[config.mk]
export PLATFORM = sky130hd
export DESIGN_NAME = current_limit_qualifier
export DESIGN_NICKNAME = d
export VERILOG_FILES = /design/src/rtl/current_limit_pkg.sv /design/src/rtl/current_limit_qualifier.sv
export SDC_FILE = /design/constraint.sdc
export NUM_CORES = 1
export LEC_CHECK = 0
export ABC_AREA = 1
export BUFFER_PORTS_ARGS = -buffer_cell sky130_fd_sc_hd__buf_2
export CELL_PAD_IN_SITES_DETAIL_PLACEMENT = 0
export CELL_PAD_IN_SITES_GLOBAL_PLACEMENT = 1
export CORE_ASPECT_RATIO = 1.75
export CORE_MARGIN = 4
export CORE_UTILIZATION = 35
export DETAILED_ROUTE_END_ITERATION = 12
export PLACE_DENSITY = 0.73
export RECOVER_POWER = 25
export SKIP_CTS_REPAIR_TIMING = 1
export SYNTH_ARGS = -nofsm -noshare
export SYNTH_HDL_FRONTEND = slang
export SYNTH_SLANG_ARGS = --single-unit
[constraint.sdc]
create_clock -name i_mclk -period 2.71 [get_ports i_mclk]
set_clock_uncertainty 0.05 [all_clocks]
set_input_delay 0.1355 -clock i_mclk [delete_from_list [all_inputs] [get_ports i_mclk]]
set_output_delay 0.1355 -clock i_mclk [all_outputs]
set_load 0.05 [all_outputs]
[src/rtl/current_limit_pkg.sv]
// package: constants and types of the current limit qualifier
package current_limit_pkg;
    // ------------------------------------------------------------
    // timing
    // ------------------------------------------------------------
    localparam int CLK_MHZ = 100;
    localparam int NS_PER_US = 1000;
    localparam int BLANK_DCR_NS = 352;
    localparam int BLANK_RDS_NS = 672;
    localparam logic [7:0] BLANK_DCR_CYC =
        8'((BLANK_DCR_NS * CLK_MHZ + NS_PER_US - 1) / NS_PER_US);
    localparam logic [7:0] BLANK_RDS_CYC =
        8'((BLANK_RDS_NS * CLK_MHZ + NS_PER_US - 1) / NS_PER_US);
    localparam logic [3:0] VIOL_PIN_DFLT = 4'h5;
    localparam logic [4:0] RES_DOWN_FIRST = 5'h08;
    localparam logic [4:0] RES_UP_FIRST = 5'h10;
    localparam logic [4:0] RES_LAST = 5'h17;
    localparam int RETRY_W = 16;
    // ------------------------------------------------------------
    // register map
    // ------------------------------------------------------------
    localparam int DATA_W = 32;
    localparam int ADDR_W = 8;
    localparam logic [7:0] ADDR_CTRL = 8'h00;
    localparam logic [7:0] ADDR_STATUS = 8'h04;
    localparam logic [7:0] ADDR_INT_STAT = 8'h08;
    localparam logic [7:0] ADDR_INT_MASK = 8'h0C;
    localparam int CTRL_W = 16;
    localparam int CTRL_OVR_BIT = 0;
    localparam int CTRL_METHOD_LSB = 1;
    localparam int CTRL_ACTION_BIT = 3;
    localparam int CTRL_VIOL_LSB = 4;
    localparam int CTRL_BLANK_LSB = 8;
    localparam int CTRL_CLEAR_BIT = 16;
    localparam int ST_METHOD_LSB = 0;
    localparam int ST_ALLOWED_LSB = 4;
    localparam int ST_BLANK_LSB = 8;
    localparam int ST_VCNT_LSB = 16;
    localparam int ST_FAULT_BIT = 20;
    localparam int ST_SHUT_BIT = 21;
    localparam int ST_OVER_BIT = 22;
    localparam int ST_UNDER_BIT = 23;
    localparam int ST_STRAP_BIT = 24;
    localparam int INT_W = 3;
    localparam int INT_VIOL = 0;
    localparam int INT_FAULT = 1;
    localparam int INT_RESTART = 2;
    localparam logic [1:0] RESP_OKAY = 2'h0;
    localparam logic [1:0] RESP_SLVERR = 2'h2;
    // ------------------------------------------------------------
    // types
    // ------------------------------------------------------------
    typedef enum logic [1:0] {
        M_RDS = 2'h0, M_DCR_DOWN = 2'h1, M_DCR_UP = 2'h2
    } method_type;
    typedef enum logic [1:0] {
        PIN_OPEN = 2'h0, PIN_LOW = 2'h1, PIN_HIGH = 2'h2, PIN_RES = 2'h3
    } pin_kind_type;
    typedef enum logic [2:0] {
        Q_WAIT = 3'h1, Q_BLANK = 3'h2, Q_DONE = 3'h4
    } qual_type;
    typedef struct packed {
        method_type method;
        logic [3:0] allowed;
        logic [7:0] blank;
    } cfg_type;
    typedef struct packed {
        logic awvalid;
        logic [ADDR_W-1:0] awaddr;
        logic wvalid;
        logic [DATA_W-1:0] wdata;
        logic [3:0] wstrb;
        logic bready;
        logic arvalid;
        logic [ADDR_W-1:0] araddr;
        logic rready;
    } axil_req_type;
    typedef struct packed {
        logic awready;
        logic wready;
        logic bvalid;
        logic [1:0] bresp;
        logic arready;
        logic rvalid;
        logic [DATA_W-1:0] rdata;
        logic [1:0] rresp;
    } axil_rsp_type;
    typedef struct packed {
        axil_rsp_type rsp;
        logic aw_held;
        logic w_held;
        logic [ADDR_W-1:0] awaddr;
        logic [DATA_W-1:0] wdata;
        logic [3:0] wstrb;
        logic strap_done;
        cfg_type strap_cfg;
        cfg_type eff;
        logic [CTRL_W-1:0] ctrl;
        logic [INT_W-1:0] int_stat;
        logic [INT_W-1:0] int_mask;
        logic irq;
        qual_type q;
        logic phase_d;
        logic [7:0] blank_cnt;
        logic [3:0] viol_cnt;
        logic fault;
        logic shutdown;
        logic over_seen;
        logic under_seen;
        logic [RETRY_W-1:0] retry_cnt;
    } state_type;
endpackage

[src/rtl/current_limit_qualifier.sv]
// current limit qualifier: strap decode, blanking, violation count, fault
//
// Local design decisions: the register offsets and register access over AXI4-Lite.
`timescale 1ns/1ps
// Function
// - no pin A resistor means on-resistance sensing
// - pin B decoded only with resistor on A
// - pin B open: down-slope, 352 ns, 5
// - pin B high: up-slope, 352 ns, 5
// - pin B resistor sets method and count
// - codes 10k-19.6k: on-resistance, 672 ns, odd counts
// - codes 21.5k-42.2k: down-slope, 352 ns, odd counts
// - codes 46.4k-90.9k: up-slope, 352 ns, odd counts
// - fault only once violation count reached
// - count, blanking and fault action configurable
// - sense only during part of cycle
// - host setting replaces the strap choice
// - no measurement during blanking interval
module current_limit_qualifier #(
    parameter logic [15:0] RETRY_CYCLES = 16'h03E8
) (
    input wire logic i_mclk,
    input wire logic i_rstn,
    input wire current_limit_pkg::pin_kind_type i_pin_a_kind,
    input wire current_limit_pkg::pin_kind_type i_pin_b_kind,
    input wire logic [4:0] i_pin_b_res_idx,
    input wire logic i_hs_on,
    input wire logic i_ls_on,
    input wire logic i_over_limit,
    input wire logic i_under_limit,
    input wire current_limit_pkg::axil_req_type i_axil,
    output current_limit_pkg::axil_rsp_type o_axil,
    output logic o_irq,
    output logic o_fault,
    output logic o_shutdown,
    output current_limit_pkg::method_type o_sense_method
);
    import current_limit_pkg::*;

    // ------------------------------------------------------------
    // elaboration checks
    // ------------------------------------------------------------
    if (RETRY_CYCLES == 16'h0000) begin : g_bad_retry
        $error("RETRY_CYCLES must be at least one");
    end

    // ------------------------------------------------------------
    // helpers
    // ------------------------------------------------------------
    // strap decode of both configuration pins
    function automatic cfg_type strap_decode(pin_kind_type a, pin_kind_type b,
                                             logic [4:0] idx);
        cfg_type c;
        logic [4:0] k;
        c.method = M_RDS;
        c.allowed = VIOL_PIN_DFLT;
        c.blank = BLANK_RDS_CYC;
        k = (idx > RES_LAST) ? RES_LAST : idx;
        if (a == PIN_RES) begin
            case (b)
                PIN_OPEN: begin
                    c.method = M_DCR_DOWN;
                    c.blank = BLANK_DCR_CYC;
                end
                PIN_HIGH: begin
                    c.method = M_DCR_UP;
                    c.blank = BLANK_DCR_CYC;
                end
                PIN_RES: begin
                    c.allowed = {k[2:0], 1'b1};
                    if (k >= RES_UP_FIRST) begin
                        c.method = M_DCR_UP;
                        c.blank = BLANK_DCR_CYC;
                    end else if (k >= RES_DOWN_FIRST) begin
                        c.method = M_DCR_DOWN;
                        c.blank = BLANK_DCR_CYC;
                    end
                end
                default: c.method = M_RDS;
            endcase
        end
        return c;
    endfunction

    // merge write data into a word under byte strobes
    function automatic logic [DATA_W-1:0] strb_merge(logic [DATA_W-1:0] old,
                                                     logic [DATA_W-1:0] nw,
                                                     logic [3:0] strb);
        logic [DATA_W-1:0] r;
        r = old;
        for (int i = 0; i < 4; i++) begin
            if (strb[i]) begin
                r[i*8 +: 8] = nw[i*8 +: 8];
            end
        end
        return r;
    endfunction

    // aligned word address
    function automatic logic [ADDR_W-1:0] word_addr(logic [ADDR_W-1:0] a);
        return {a[ADDR_W-1:2], 2'h0};
    endfunction

    // ------------------------------------------------------------
    // state
    // ------------------------------------------------------------
    state_type s;
    state_type n;
    logic phase;
    logic exceed;

    // sensing window: high side for up-slope, low side otherwise
    // window select
    assign phase = (s.eff.method == M_DCR_UP) ? i_hs_on : i_ls_on;
    assign exceed = i_over_limit | i_under_limit;

    // ------------------------------------------------------------
    // next state
    // ------------------------------------------------------------
    always_comb begin
        logic [INT_W-1:0] ev;
        logic [INT_W-1:0] rd_clr;
        logic clr;
        logic [DATA_W-1:0] wv;
        logic [3:0] cnt;
        ev = '0;
        rd_clr = '0;
        clr = 1'b0;
        wv = '0;
        cnt = '0;
        n = s;

        // strap capture once after reset release
        // default method
        if (!s.strap_done) begin
            n.strap_cfg = strap_decode(i_pin_a_kind, i_pin_b_kind, i_pin_b_res_idx);
            n.strap_done = 1'b1;
        end

        if (s.ctrl[CTRL_OVR_BIT]) begin
            n.eff.method = method_type'(s.ctrl[CTRL_METHOD_LSB +: 2]);
            n.eff.allowed = s.ctrl[CTRL_VIOL_LSB +: 4];
            n.eff.blank = s.ctrl[CTRL_BLANK_LSB +: 8];
        end else begin
            n.eff = n.strap_cfg;
        end
        n.phase_d = phase;

        // bus write channels
        if (i_axil.awvalid && s.rsp.awready) begin
            n.aw_held = 1'b1;
            n.awaddr = i_axil.awaddr;
        end
        if (i_axil.wvalid && s.rsp.wready) begin
            n.w_held = 1'b1;
            n.wdata = i_axil.wdata;
            n.wstrb = i_axil.wstrb;
        end
        if (s.rsp.bvalid && i_axil.bready) begin
            n.rsp.bvalid = 1'b0;
        end
        if (s.aw_held && s.w_held && !s.rsp.bvalid) begin
            n.aw_held = 1'b0;
            n.w_held = 1'b0;
            n.rsp.bvalid = 1'b1;
            n.rsp.bresp = RESP_OKAY;
            case (word_addr(s.awaddr))
                ADDR_CTRL: begin
                    wv = strb_merge({{(DATA_W-CTRL_W){1'b0}}, s.ctrl}, s.wdata, s.wstrb);
                    n.ctrl = wv[CTRL_W-1:0];
                    clr = wv[CTRL_CLEAR_BIT];
                end
                ADDR_INT_MASK: begin
                    wv = strb_merge({{(DATA_W-INT_W){1'b0}}, s.int_mask}, s.wdata,
                                    s.wstrb);
                    n.int_mask = wv[INT_W-1:0];
                end
                ADDR_STATUS, ADDR_INT_STAT: n.rsp.bresp = RESP_OKAY;
                default: n.rsp.bresp = RESP_SLVERR;
            endcase
        end

        // bus read channels
        if (s.rsp.rvalid && i_axil.rready) begin
            n.rsp.rvalid = 1'b0;
        end
        if (i_axil.arvalid && s.rsp.arready) begin
            n.rsp.rvalid = 1'b1;
            n.rsp.rresp = RESP_OKAY;
            n.rsp.rdata = '0;
            case (word_addr(i_axil.araddr))
                ADDR_CTRL: n.rsp.rdata[CTRL_W-1:0] = s.ctrl;
                ADDR_STATUS: begin
                    n.rsp.rdata[ST_METHOD_LSB +: 2] = s.eff.method;
                    n.rsp.rdata[ST_ALLOWED_LSB +: 4] = s.eff.allowed;
                    n.rsp.rdata[ST_BLANK_LSB +: 8] = s.eff.blank;
                    n.rsp.rdata[ST_VCNT_LSB +: 4] = s.viol_cnt;
                    n.rsp.rdata[ST_FAULT_BIT] = s.fault;
                    n.rsp.rdata[ST_SHUT_BIT] = s.shutdown;
                    n.rsp.rdata[ST_OVER_BIT] = s.over_seen;
                    n.rsp.rdata[ST_UNDER_BIT] = s.under_seen;
                    n.rsp.rdata[ST_STRAP_BIT] = s.strap_done;
                end
                ADDR_INT_STAT: begin
                    n.rsp.rdata[INT_W-1:0] = s.int_stat;
                    rd_clr = s.int_stat;
                end
                ADDR_INT_MASK: n.rsp.rdata[INT_W-1:0] = s.int_mask;
                default: n.rsp.rresp = RESP_SLVERR;
            endcase
        end

        // fault response: timed restart or latched until cleared
        // fault action
        if (s.shutdown && s.ctrl[CTRL_ACTION_BIT]) begin
            if (s.retry_cnt == '0) begin
                n.shutdown = 1'b0;
                n.fault = 1'b0;
                ev[INT_RESTART] = 1'b1;
            end else begin
                n.retry_cnt = s.retry_cnt - 1'b1;
            end
        end
        if (clr) begin
            n.shutdown = 1'b0;
            n.fault = 1'b0;
            n.over_seen = 1'b0;
            n.under_seen = 1'b0;
        end

        // qualifier state machine
        case (s.q)
            Q_WAIT: begin
                if (phase && !s.phase_d && !s.shutdown && s.strap_done) begin
                    n.blank_cnt = s.eff.blank;
                    n.q = Q_BLANK;
                end
            end
            Q_BLANK: begin
                if (!phase || s.shutdown) begin
                    n.q = Q_WAIT;
                end else if (s.blank_cnt != '0) begin
                    n.blank_cnt = s.blank_cnt - 1'b1;
                end else begin
                    n.q = Q_DONE;
                    if (exceed) begin
                        cnt = (s.viol_cnt == 4'hF) ? 4'hF : s.viol_cnt + 4'h1;
                        ev[INT_VIOL] = 1'b1;
                        if (cnt >= s.eff.allowed) begin
                            n.viol_cnt = '0;
                            n.fault = 1'b1;
                            n.shutdown = 1'b1;
                            n.retry_cnt = RETRY_CYCLES;
                            n.over_seen = i_over_limit;
                            n.under_seen = i_under_limit;
                            ev[INT_FAULT] = 1'b1;
                        end else begin
                            n.viol_cnt = cnt;
                        end
                    end else begin
                        n.viol_cnt = '0;
                    end
                end
            end
            Q_DONE: begin
                if (!phase) begin
                    n.q = Q_WAIT;
                end
            end
            default: n.q = Q_WAIT;
        endcase

        // sticky events, set beats read clear
        n.int_stat = (s.int_stat & ~rd_clr) | ev;
        n.irq = |(n.int_stat & n.int_mask);
        n.rsp.awready = !n.aw_held && !n.rsp.bvalid;
        n.rsp.wready = !n.w_held && !n.rsp.bvalid;
        n.rsp.arready = !n.rsp.rvalid;
    end

    // state register
    always_ff @(posedge i_mclk) begin
        if (!i_rstn) begin
            s <= '0;
            s.q <= Q_WAIT;
        end else begin
            s <= n;
        end
    end

    // outputs straight from state flops
    assign o_axil = s.rsp;
    assign o_irq = s.irq;
    assign o_fault = s.fault;
    assign o_shutdown = s.shutdown;
    assign o_sense_method = s.eff.method;
endmodule

==> flow_summary.ini <==
[status]
status = finished with violations
violations = hold timing, capacitance limit, slew limit

[die]
initial_utilization_pct = 35.7
die-area_um2 = 22000
design.core.area_um2 = 19300
die_y_um = 193
num_rows = 67
die_w_um = 114
io_pins = 118

[drt]
wl_met1_um = 6720
wire_per_inst_um = 13.4
wirelength_um = 17100
vias = 5989
drc_errors = 0
dr.first_iter.drc_count = 228
viasPerCell = 4.68
routed-wl-met3_um = 623
wl_met2_um = 9260
drt_pass1_iterations = 4
top_layer = met4
drtAntennaViolNets = 0

[setup_path]
crit_type = register to register
cp.arrival_ps = 2710
ff2ff_path_depth = 14
critPathRequiredTime_ps = 3030
cp_max_fo = 9
end_kind = register
startpoint = s[20]
worst_setup_path_start_kind = register
r2r-start = s[20]

[grt]
grt_max_degree = 95
gr-usage-all-layers_pct = 15.8
grt_pass1_wl_um = 28000
antenna_found_initial = 0
first_global_vias = 5728
globalRouteOverflowTotal = 0

[yosys]
synth_area_leaders = dfxtp_1 43%, nor2_1 8.9%, nand2_1 8.6%
ys_types = 36
syn-cell-area_um2 = 6880
async_reset_ff_share_pct = 0
syn_area_per_cell_um2 = 7.17
yosysWarnings = 0
synth-main-ff-cell = dfxtp_1
ys_ff_latch = 148
synth_area_leader_cell = dfxtp_1
synth_edf_count = 0
syn_inst = 959
synth_top_area_share_pct = 43.1
yosysSeqAreaShare_pct = 43.1

[placed_design]
numPortBuffers = 88
place_hpwl_um = 12500
gp_congestion = 0.836

[timing]
slew_viol_final = 95
setup_viol = 0
hold_violations = 3
whs_ps = -29.5
fmax_mhz = 418
finalCritPeriodShare_pct = 88.3
post-route-min-period_ps = 2390
grt_setup_unrepaired = no
finalSetupTns_ps = 0
relSlewSlack_pct = -11.7
worstMarginPinSlew_ps = 1670

[hold_path]
min_path_type = primary input to register
hold_path_startpoint = i_axil[17]
hold_depth = 3

[layout]
nets = 1105
fill_cells = 2078
syn_to_final_growth_pct = 17.6
final_cell_mix = 163 x nor2_1, 158 x nand2_1, 148 x dfxtp_1
final_util_pct = 41.9
diodes = 0
drive_gt1_share_pct = 13.3
layout_commonest_cell = nor2_1

[cts]
clk_pin_slew_ps = 70
cts_tree = yes
clock-sinks = 148
cts_made_buffers = 17
htree_levels = 4
clk_path_buf_depth = 2
worstSkewPairLatency_ps = 420
root_buffer = clkbuf_16

[power_and_ir_drop]
leakagePower_uw = 0.00363
power_density_nw_per_um2 = 761
power_uw = 6150
vdd_drop_max_v = 0.000351

[flow_run]
maxCapViolCount = 1
-- metal layers --
layer / vias to the layer above / track usage (%)
li1: 3162 / -
met1: 2686 / 16.7
met2: 115 / 29.6
met3: 26 / 3.09
met4: 0 / 6.61
met5: - / 0
-- registers in the layout, summed over array words and instances (netlist names) --
register,cells
o_axil,32
o_fault,1
o_irq,1
o_sense_method,2
o_shutdown,1
s,111
-- layout make-up --
type,count,area [um^2],share of cell area (%)
clock buffer,19,453,5.60
clock inverter,13,220,2.72
inverter,109,409,5.06
multi-input combinational,629,3020,37.3
sequential,148,2960,36.7
tap,241,302,3.73
timing repair buffer,121,718,8.88
-- through the flow --
stage / worst slack, ps / cells / hold WS [ps] / instance area [um^2]
after global placement: 363 / 1221 / 336 / 7190
after CTS: 319 / 1253 / -106 / 7860
after global routing: 103 / 1280 / 4.22 / 8080
after floorplan: 666 / 967 / 113 / 6910
final: 318 / 1280 / -29.5 / 8080
after detailed placement: 335 / 1221 / 340 / 7190
-- critical path: stages (launching register included) --
cell and delay (ps):
dfxtp_1 410, ha_1 240, nand2_1 70, nand2_1 70
nand4_1 70, and2_1 140, inv_1 70, ha_1 240
a21oi_1 150, nand3_1 210, nand3_2 160, nand2_2 160
inv_1 170, nand2_1 60, nor2_1 80
-- kinds of logic (layout without fill, tap and decap cells) --
| kind of cell | after synthesis | count (layout) | share of synthesized area [%] |
|---|---|---|---|
| other cells | 1 | 9 | 0.0545 |
| buf+inv | 190 | 262 | 13.4 |
| compound gates | 169 | 169 | 13.2 |
| simple gates | 433 | 433 | 27.6 |
| flops | 148 | 148 | 43.1 |
| xor+xnor | 11 | 11 | 1.40 |
| fa+ha+maj | 7 | 7 | 1.27 |
-- power by group --
part           switching (uW)  internal, uW
logic                     735           353
clock network             973          1700
registers                80.0          2310
total                    1790          4360
-- synth_stat cells (9+ instances only) --
cell and n:
buf_4 45, nor2_1 163, xor2_1 9, inv_2 9, o211ai_1 15, a21oi_1 51
inv_1 100, nand4_1 11, o21ai_0 92, buf_2 9, dfxtp_1 148, nand3_1 56
clkbuf_1 22, nor3_1 11, nand2_1 158
-- final timing paths --
path	slack (ps)	endpoint
max reg2reg	320	s[14]
max	320	s[14]
min reg2reg	400	s[80]
min	-30	s[94]
No activity file was read; power rests on OpenSTA's default activity.
